===== config.mk =====
export PLATFORM = sky130hd
export DESIGN_NAME = tdc_timer
export DESIGN_NICKNAME = d
export VERILOG_FILES = /design/src/tdc_pkg.sv /design/src/tdc_timer.sv
export SDC_FILE = /design/constraint.sdc
export NUM_CORES = 1
export LEC_CHECK = 0
export ABC_CLOCK_PERIOD_IN_PS = 1800
export BUFFER_PORTS_ARGS = -buffer_cell sky130_fd_sc_hd__buf_2
export CAP_MARGIN = 20
export CORE_ASPECT_RATIO = 1.5
export CORE_MARGIN = 2
export CORE_UTILIZATION = 45
export CTS_CLUSTER_DIAMETER = 60
export DETAILED_ROUTE_END_ITERATION = 6
export GPL_ROUTABILITY_DRIVEN = 0
export PLACE_DENSITY = 0.73
export SETUP_SLACK_MARGIN = 0.02
export SYNTH_ARGS = -nofsm -noshare
export SYNTH_HDL_FRONTEND = slang
export SYNTH_SLANG_ARGS = --single-unit

===== constraint.sdc =====
create_clock -name clock -period 1.8 [get_ports clock]
set_input_delay 0.18 -clock clock [delete_from_list [all_inputs] [get_ports clock]]
set_output_delay 0.18 -clock clock [all_outputs]
set_load 0.01 [all_outputs]

===== src/tdc_pkg.sv =====
// Package for the dual-compare 8-bit timer
package tdc_pkg;
  localparam int TDC_WIDTH = 8;
  localparam logic [7:0] TDC_MAX = 8'hff;
  localparam logic [7:0] TDC_BOTTOM = 8'h00;
  localparam logic [7:0] TDC_COUNT_RESET = 8'h00;
  localparam logic [7:0] TDC_COMPARE_RESET = 8'h00;
  localparam logic [2:0] TDC_CS_STOP = 3'h0;
  localparam logic [2:0] TDC_CS_DIV1 = 3'h1;
  localparam logic [2:0] TDC_CS_DIV8 = 3'h2;
  localparam logic [2:0] TDC_CS_DIV64 = 3'h3;
  localparam logic [2:0] TDC_CS_DIV256 = 3'h4;
  localparam logic [2:0] TDC_CS_DIV1024 = 3'h5;
  localparam logic [2:0] TDC_CS_EXT_FALL = 3'h6;
  localparam logic [2:0] TDC_CS_EXT_RISE = 3'h7;
  localparam int TDC_PRESCALE_BITS = 10;
  localparam logic [9:0] TDC_DIV8_MASK = 10'h007;
  localparam logic [9:0] TDC_DIV64_MASK = 10'h03f;
  localparam logic [9:0] TDC_DIV256_MASK = 10'h0ff;
  localparam logic [9:0] TDC_DIV1024_MASK = 10'h3ff;
  localparam int TDC_FLAG_OVF = 0;
  localparam int TDC_FLAG_CMPA = 1;
  localparam int TDC_FLAG_CMPB = 2;

  typedef struct packed {
    logic [2:0] clock_source_select;
    logic clear_on_match_mode;
  } tdc_control_t;

  typedef struct packed {
    logic compare_b;
    logic compare_a;
    logic overflow;
  } tdc_flags_t;
endpackage


===== src/tdc_timer.sv =====
// Dual-compare 8-bit timer/counter core
`timescale 1ns/100ps
`default_nettype none

module tdc_timer #(
  parameter int PRESCALE_BITS = tdc_pkg::TDC_PRESCALE_BITS
) (
  // Clock and reset
  input wire logic clock,
  input wire logic rst,
  // Control
  input wire tdc_pkg::tdc_control_t timer_control,
  input wire logic timer_power_off,
  input wire logic global_irq_enable,
  input wire tdc_pkg::tdc_flags_t timer_mask_register,
  // Counter access
  input wire logic count_write,
  input wire logic [7:0] count_write_data,
  output logic [7:0] count_value,
  // Compare values
  input wire logic compare_a_write,
  input wire logic compare_b_write,
  input wire logic [7:0] compare_write_data,
  output logic [7:0] compare_a_value,
  output logic [7:0] compare_b_value,
  // Flags
  input wire logic flag_write,
  input wire tdc_pkg::tdc_flags_t flag_write_data,
  input wire tdc_pkg::tdc_flags_t irq_executed,
  output tdc_pkg::tdc_flags_t timer_flag_register,
  output tdc_pkg::tdc_flags_t irq_request,
  // External pin and tick
  input wire logic ext_count_pin,
  output logic timer_tick
);
  import tdc_pkg::*;

  ////////////////////////////////////////////////////////////////////////////
  // Tick generation
  logic [PRESCALE_BITS-1:0] prescale;
  logic [PRESCALE_BITS-1:0] next_prescale;
  logic pin_sync1;
  logic pin_sync2;
  logic pin_last;
  logic tick;
  logic [PRESCALE_BITS-1:0] div_mask;
  logic enabled;

  assign enabled = !timer_power_off;

  always_comb begin
    next_prescale = enabled ? prescale + 1'b1 : '0;
    unique case (timer_control.clock_source_select)
      TDC_CS_DIV8: div_mask = PRESCALE_BITS'(TDC_DIV8_MASK);
      TDC_CS_DIV64: div_mask = PRESCALE_BITS'(TDC_DIV64_MASK);
      TDC_CS_DIV256: div_mask = PRESCALE_BITS'(TDC_DIV256_MASK);
      TDC_CS_DIV1024: div_mask = PRESCALE_BITS'(TDC_DIV1024_MASK);
      default: div_mask = '0;
    endcase
    tick = 1'b0;
    unique case (timer_control.clock_source_select)
      TDC_CS_STOP: tick = 1'b0;
      TDC_CS_DIV1: tick = 1'b1;
      TDC_CS_DIV8, TDC_CS_DIV64, TDC_CS_DIV256, TDC_CS_DIV1024:
        tick = ((prescale & div_mask) == div_mask);
      TDC_CS_EXT_FALL: tick = pin_last && !pin_sync2;
      TDC_CS_EXT_RISE: tick = !pin_last && pin_sync2;
    endcase
    tick = tick && enabled;
  end

  always_ff @(posedge clock) begin
    if (rst) begin
      prescale <= '0;
      pin_sync1 <= 1'b0;
      pin_sync2 <= 1'b0;
      pin_last <= 1'b0;
    end else begin
      prescale <= next_prescale;
      pin_sync1 <= ext_count_pin;
      pin_sync2 <= pin_sync1;
      pin_last <= pin_sync2;
    end
  end

  assign timer_tick = tick;

  ////////////////////////////////////////////////////////////////////////////
  // Counter, compares and flags
  logic [7:0] next_count;
  logic [7:0] next_cmp_a;
  logic [7:0] next_cmp_b;
  tdc_flags_t next_flags;
  logic block_match;
  logic next_block_match;
  logic match_a;
  logic match_b;
  logic at_top;
  logic wraps;

  always_comb begin
    match_a = (count_value == compare_a_value) && !block_match;
    match_b = (count_value == compare_b_value) && !block_match;
    at_top = timer_control.clear_on_match_mode ? (count_value == compare_a_value) : (count_value == TDC_MAX);
    wraps = tick && !count_write && (count_value == TDC_MAX);
    next_count = count_value;
    if (count_write) begin
      next_count = count_write_data;
    end else if (tick) begin
      if (timer_control.clear_on_match_mode && at_top) begin
        next_count = TDC_BOTTOM;
      end else begin
        next_count = count_value + 8'h01;
      end
    end
    next_block_match = block_match;
    if (count_write) begin
      next_block_match = 1'b1;
    end else if (tick) begin
      next_block_match = 1'b0;
    end
    next_cmp_a = compare_a_write ? compare_write_data : compare_a_value;
    next_cmp_b = compare_b_write ? compare_write_data : compare_b_value;
    next_flags = timer_flag_register;
    if (flag_write) begin
      next_flags = next_flags & ~flag_write_data;
    end
    next_flags = next_flags & ~(irq_executed & timer_mask_register);
    if (wraps) begin
      next_flags.overflow = 1'b1;
    end
    if (tick && match_a) begin
      next_flags.compare_a = 1'b1;
    end
    if (tick && match_b) begin
      next_flags.compare_b = 1'b1;
    end
  end

  always_ff @(posedge clock) begin
    if (rst) begin
      count_value <= TDC_COUNT_RESET;
      compare_a_value <= TDC_COMPARE_RESET;
      compare_b_value <= TDC_COMPARE_RESET;
      timer_flag_register <= '0;
      block_match <= 1'b0;
    end else begin
      count_value <= next_count;
      compare_a_value <= next_cmp_a;
      compare_b_value <= next_cmp_b;
      timer_flag_register <= next_flags;
      block_match <= next_block_match;
    end
  end

  assign irq_request = global_irq_enable ? (timer_flag_register & timer_mask_register) : '0;
endmodule
`default_nettype wire


==> impl_metrics.py, run 1 <==
metrics = {
    "power_and_ir_drop": {
        "clock_power_share_pct": 35.1,
        "power_density_nw_per_um2": 757,
        "switchingPower_uw": 580,
        "switching_share_pct": 26.5,
        "p_leak_uw": 0.00133,
        "p_int_uw": 1610,
        "pwr-share-comb_pct": 19.7,
        "seq_power_share_pct": 45.2,
        "max-vdd-ir-drop_uv": 481,
    },
    "timing": {
        "rsz0062_at_grt": "true",
        "final-hold-violation-count": 0,
        "worst_pin_slew_ps": 616,
        "slew_headroom_pct": 58.8,
        "fin_crit_sh_pct": 96.8,
        "finClkSkew_ps": 8.04,
        "finalSetupViolations": 0,
        "slew_viol_final": 0,
        "period_needed_ps": 1740,
        "timing.fmax_mhz": 574,
    },
    "floorplan": {
        "io_pins": 69,
        "die_w_um": 59.1,
        "start_util_pct": 45.8,
        "die_h_um": 86.6,
        "dieArea_um2": 5110,
        "row_count": 30,
        "core_um2": 4470,
    },
    "routing": {
        "wl_per_cell_um": 15.4,
        "postRouteAntennaNets": 0,
        "drc": 0,
        "viasPerCell": 5.56,
        "vias": 2118,
        "routed_wl_mm": 5.88,
        "drt_pass1_iterations": 4,
        "drt_iter0_markers": 80,
    },
    "finish": {
        "stdcell_count": 381,
        "nets": 372,
        "diodes": 0,
        "final_area_um2": 2900,
        "area_growth_pct": 41.5,
        "drive_above_1_share_pct": 42.3,
    },
    "synthesis": {
        "ys_seq_elements": 41,
        "synth.avg_cell_area_um2": 8.63,
        "post-synth-top-count-cell": "dfxtp_1",
        "ys_seq_area_share_pct": 40.1,
        "ys_top_cells_by_count": "dfxtp_1 (41), nor2_1 (33), mux2i_1 (16), nand3_1 (14), nand2_1 (13)",
        "synthArstFlopShare_pct": 0,
        "synth_edf_count": 0,
        "ys_warn_count": 0,
        "synth_top_area_share_pct": 40.1,
        "synth_area_leaders": "dfxtp_1 (40%), mux2i_1 (7.8%), nor2_1 (6.1%), xnor2_1 (5.1%), xor2_1 (5.1%)",
        "synth_top_cell_by_area": "dfxtp_1",
        "synth-main-ff-cell": "dfxtp_1",
        "synth.distinct_cells": 38,
        "syn_inst": 237,
        "syn-num-nets": 277,
        "netlist_area_um2": 2050,
    },
    "min_path": {
        "min_to": "pin_sync1",
        "hold_path.class": "in2reg",
        "hold-path-cell-count": 2,
        "min_from": "ext_count_pin",
    },
    "critical_path": {
        "end_kind": "flop",
        "crit_fanout": 3,
        "required_ps": 2040,
        "r2r-start": "compare_a_value[1]",
        "r2r-end": "timer_flag_register[1]",
        "crit_type": "reg2reg",
        "ff2ff_setup_slack_ps": 60,
        "critPathArrivalTime_ps": 1980,
        "worstRegToRegCells": 5,
        "worstSetupStartpointType": "flop",
    },
    "placement": {
        "port_buffers": 68,
        "placed_cells": 368,
        "dp_hpwl_mm": 4.39,
        "placed_area_um2": 2630,
    },
    "flow_run": {
        "max_cap_violations": 0,
    },
    "cts": {
        "clkSlewWorstSetupHoldPaths_ps": 80,
        "clk_path_buf_depth": 2,
        "clkSinkCount": 41,
        "cts_root_buf": "clkbuf_8",
        "numCtsBuffers": 5,
        "h-tree-depth": 2,
        "clk-insertion-delay-late_ps": 300,
        "hold_buffers": 0,
        "cts_tree": "done",
    },
    "grt": {
        "grt_first_pass_wirelength_mm": 9.21,
        "first_global_vias": 2077,
        "gr-total-overflow": 0,
        "grt_usage_pct": 23.7,
        "antenna_found_initial": 0,
        "grt_start_max_net_pins": 20,
    },
    "outcome": {
        "status": "complete, no violations",
    },
}
## routing by layer
metal / vias to the layer above / track usage, % / part of all wire [%]
met2: 71 / 42.3 / 54
met3: 17 / 4.78 / 4.3
li1: 1038 / - / -
met4: 0 / 11.4 / 3.1
met1: 992 / 26.0 / 39
met5: - / 0 / 0
## power groups by stage
stage	sequential (uW)	combinational [uW]	clock, uW
floorplan	1020	196	0
global placement	1010	388	0
detailed placement	1010	392	0
CTS	989	402	777
global route	995	472	811
finish	991	432	770
## metrics by stage
stage / power [uW] / setup slack (ps) / setup TNS [ps] / utilization [%] / hold slack [ps]
global route: 2280 / -0.256 / -0.256 / 64.8 / 103
floorplan: 1220 / -84.2 / -84.2 / - / 306
global placement: 1400 / 32.1 / 0 / 58.8 / 395
CTS: 2170 / 23.0 / 0 / 62.4 / 91.1
detailed placement: 1400 / 13.2 / 0 / 58.8 / 396
finish: 2190 / 56.9 / 0 / 64.8 / 86.0
## layout make-up
cell class | instances | area (um2)
clock buffer | 7 | 86.3
clock inverter | 1 | 30.0
fill | 388 | 1570
inverter | 4 | 17.5
multi-input combinational | 178 | 1260
sequential | 41 | 836
tap | 48 | 60.1
timing repair buffer | 102 | 606
## cells in the final DEF (no fill, tap or decap), types with 2 or more instances in the layout
| master | n |
|---|---|
| nor4_1 | 3 |
| mux2i_1 | 16 |
| ha_1 | 2 |
| a21oi_2 | 3 |
| nand3_2 | 2 |
| buf_4 | 33 |
| buf_2 | 67 |
| nand2_1 | 11 |
| or2_2 | 3 |
| nor2b_1 | 5 |
| buf_6 | 2 |
| a31oi_1 | 4 |
| nand4_1 | 10 |
| nor4_2 | 2 |
| dfxtp_1 | 31 |
| nor2_1 | 33 |
| nand3_1 | 11 |
| o211ai_1 | 6 |
| o31ai_4 | 2 |
| inv_1 | 2 |
| and3_1 | 7 |
| xor2_1 | 12 |
| a22oi_1 | 6 |
| nor3_1 | 4 |
| xnor2_1 | 12 |
| o21ai_0 | 2 |
| o21bai_1 | 2 |
| clkbuf_8 | 6 |
| a21oi_1 | 2 |
| dfxtp_2 | 9 |
| or4_4 | 3 |
## worst max-delay path: stages, from the launching register on
cell and delay [ps]:
dfxtp_2 350, xor2_1 180, nor4_2 380, nand2_1 120
or4_4 520, a21oi_2 140
## how the worst max path moves through the flow
stage / to / startpoint
floorplan: timer_flag_register[0] / prescale[2]
global placement: timer_flag_register[0] / prescale[1]
detailed placement: timer_flag_register[0] / prescale[1]
CTS: count_value[5] / prescale[1]
global route: count_value[5] / prescale[7]
finish: timer_flag_register[1] / compare_a_value[1]
## sequential cells by signal, summed over array words and instances, names as in the netlist
signal               flops
pin_sync2                1
compare_a_value          8
count_value              8
compare_b_value          8
block_match              1
pin_sync1                1
timer_flag_register      3
pin_last                 1
prescale                10
## cell families after synthesis
| kind of cell | Yosys count | share of synthesized area [%] |
|---|---|---|
| and+or+nand+nor | 103 | 25.7 |
| buffers and inverters | 18 | 3.67 |
| AOI/OAI and AO/OA | 33 | 11.2 |
| DFF | 41 | 40.1 |
| muxes | 16 | 7.83 |
| xor gates and xnor gates | 24 | 10.3 |
| adders and majority gates | 2 | 1.22 |
## repair_timing
item | in CTS | in global routing
resized for setup | 6 | 23
pin swaps | 5 | 6
gates cloned | 0 | 0
setup buffers | 3 | 2
setup endpoints to repair | 2 | 11
Power figures use the tool's default switching activity.
==> run 2, diff against run 1 <==
Settings changed: ABC_CLOCK_PERIOD_IN_PS 1800 to 1700, CORE_UTILIZATION 45 to 50, PLACE_DENSITY 0.73 to 0.77.
Clock period 1.8 ns to 1.7 ns, I/O delays scaled along.
==> impl_metrics.py, run 2 (same netlist as run 1, synthesis figures left out) <==
metrics = {
    "outcome": {
        "status": "complete, but fails checks",
        "violations": "setup timing",
    },
    "cts": {
        "numCtsBuffers": 5,
        "clkSlewWorstSetupHoldPaths_ps": 80,
        "h-tree-depth": 2,
        "clk_path_buf_depth": 2,
        "cts_tree": "done",
        "clkSinkCount": 41,
        "clk-insertion-delay-late_ps": 290,
        "hold_buffers": 0,
        "cts_root_buf": "clkbuf_8",
    },
    "critical_path": {
        "r2r-start": "count_value[0]",
        "worstRegToRegCells": 5,
        "critPathArrivalTime_ps": 1990,
        "end_kind": "flop",
        "crit_start": "count_value[0]",
        "r2r-end": "timer_flag_register[0]",
        "crit_fanout": 4,
        "ff2ff_setup_slack_ps": -60,
        "crit_path_end": "timer_flag_register[0]",
        "worstSetupStartpointType": "flop",
        "required_ps": 1930,
        "crit_type": "reg2reg",
    },
    "floorplan": {
        "dieArea_um2": 4630,
        "die_w_um": 56.2,
        "die_h_um": 82.3,
        "io_pins": 69,
        "core_um2": 3920,
        "start_util_pct": 52.1,
        "row_count": 28,
    },
    "min_path": {
        "hold-path-cell-count": 2,
        "min_from": "ext_count_pin",
        "hold_path.class": "in2reg",
    },
    "placement": {
        "dp_hpwl_mm": 4.43,
        "placed_cells": 370,
        "port_buffers": 68,
    },
    "finish": {
        "post-route-util_pct": 73.7,
        "layout.cells.most_common": "buf_2",
        "register_area_um2": 836,
        "fillers": 297,
        "layout_common_cells": "buf_2 (69), buf_4 (35), nor2_1 (33)",
        "largest_register_ffs": 10,
        "area_growth_pct": 41.3,
        "nets": 375,
        "multi_input_area_um2": 1260,
        "diodes": 0,
        "stdcell_count": 380,
        "drive_above_1_share_pct": 43.0,
        "regMostFlops": "prescale",
    },
    "timing": {
        "finClkSkew_ps": 5.39,
        "setup_slack_ps": -58.6,
        "slew_viol_final": 0,
        "timing.fmax_mhz": 569,
        "finalSetupTns_ps": -85.5,
        "rsz0062_at_grt": "true",
        "final-hold-violation-count": 0,
        "fin_crit_sh_pct": 103,
        "slew_headroom_pct": 66.8,
        "period_needed_ps": 1760,
        "finalSetupViolations": 2,
        "worst_pin_slew_ps": 496,
    },
    "power_and_ir_drop": {
        "switching_share_pct": 27.4,
        "p_int_uw": 1660,
        "max-vdd-ir-drop_uv": 639,
        "switchingPower_uw": 624,
        "p_leak_uw": 0.00133,
        "pwr-share-comb_pct": 20.3,
        "power_uw": 2280,
        "power_density_nw_per_um2": 789,
        "seq_power_share_pct": 46.3,
        "clock_power_share_pct": 33.4,
    },
    "grt": {
        "first_global_vias": 2103,
        "gr-total-overflow": 0,
        "antenna_found_initial": 0,
        "grt_usage_pct": 26.3,
        "grt_first_pass_wirelength_mm": 9.45,
        "grt_start_max_net_pins": 19,
    },
    "routing": {
        "routed_wl_mm": 6.08,
        "drt_pass1_iterations": 4,
        "postRouteAntennaNets": 0,
        "wl_per_cell_um": 16.0,
        "viasPerCell": 5.83,
        "vias": 2215,
        "drt_iter0_markers": 119,
        "drc": 0,
    },
    "flow_run": {
        "max_cap_violations": 0,
    },
}
-- run 2: critical path, cell delays in order, from the launching register on --
cell	delay [ps]
dfxtp_4	380
ha_1	200
nand3_1	110
or2_2	340
or4_4	540
a21oi_2	130
-- run 2: what timing repair did --
item	4_1_cts	5_1_grt
setup buffers	2	0
pin swaps	9	7
gates cloned	0	1
endpoints found under the hold margin	0	0
resized for setup	7	14
setup endpoints to repair	8	12
-- run 2: cell type report --
class | count | area share [%]
multi-input combinational | 178 | 43.6
timing repair buffer | 105 | 21.4
clock buffer | 5 | 2.38
clock inverter | 2 | 1.21
tap | 45 | 1.95
inverter | 4 | 0.519
sequential | 41 | 28.9
-- run 2: worst min-delay path by stage --
stage | to | slack, ps
final | pin_sync1 | 90
after global routing | pin_sync1 | 110
after global placement | pin_sync1 | 380
after detailed placement | pin_sync1 | 390
after CTS | pin_sync1 | 90
after floorplan | count_value[1] | 300
-- run 2: metal layers --
layer	wire length, um	global-route usage, %	vias to the layer above
met5	0	0	-
met4	201	12.9	0
met3	325	5.14	23
met2	3390	51.8	87
met1	2170	26.2	1060
li1	-	-	1045
-- run 2: metrics by stage --
step / setup WS, ps / instance area (um2) / hold slack, ps
after floorplan: -184 / 2130 / 296
after global placement: -62.8 / 2690 / 381
after detailed placement: -93.4 / 2690 / 395
after CTS: -110 / 2830 / 94.7
after global routing: -131 / 2890 / 105
final: -58.6 / 2890 / 91.6
-- run 2: power by group through the flow --
stage | Combinational, uW | Sequential (uW) | Clock, uW
6_report | 463 | 1060 | 761
5_1_grt | 498 | 1060 | 806
4_1_cts | 432 | 1050 | 765
3_5_place_dp | 416 | 1080 | 0
3_3_place_gp | 410 | 1080 | 0
2_1_floorplan | 221 | 1080 | 0
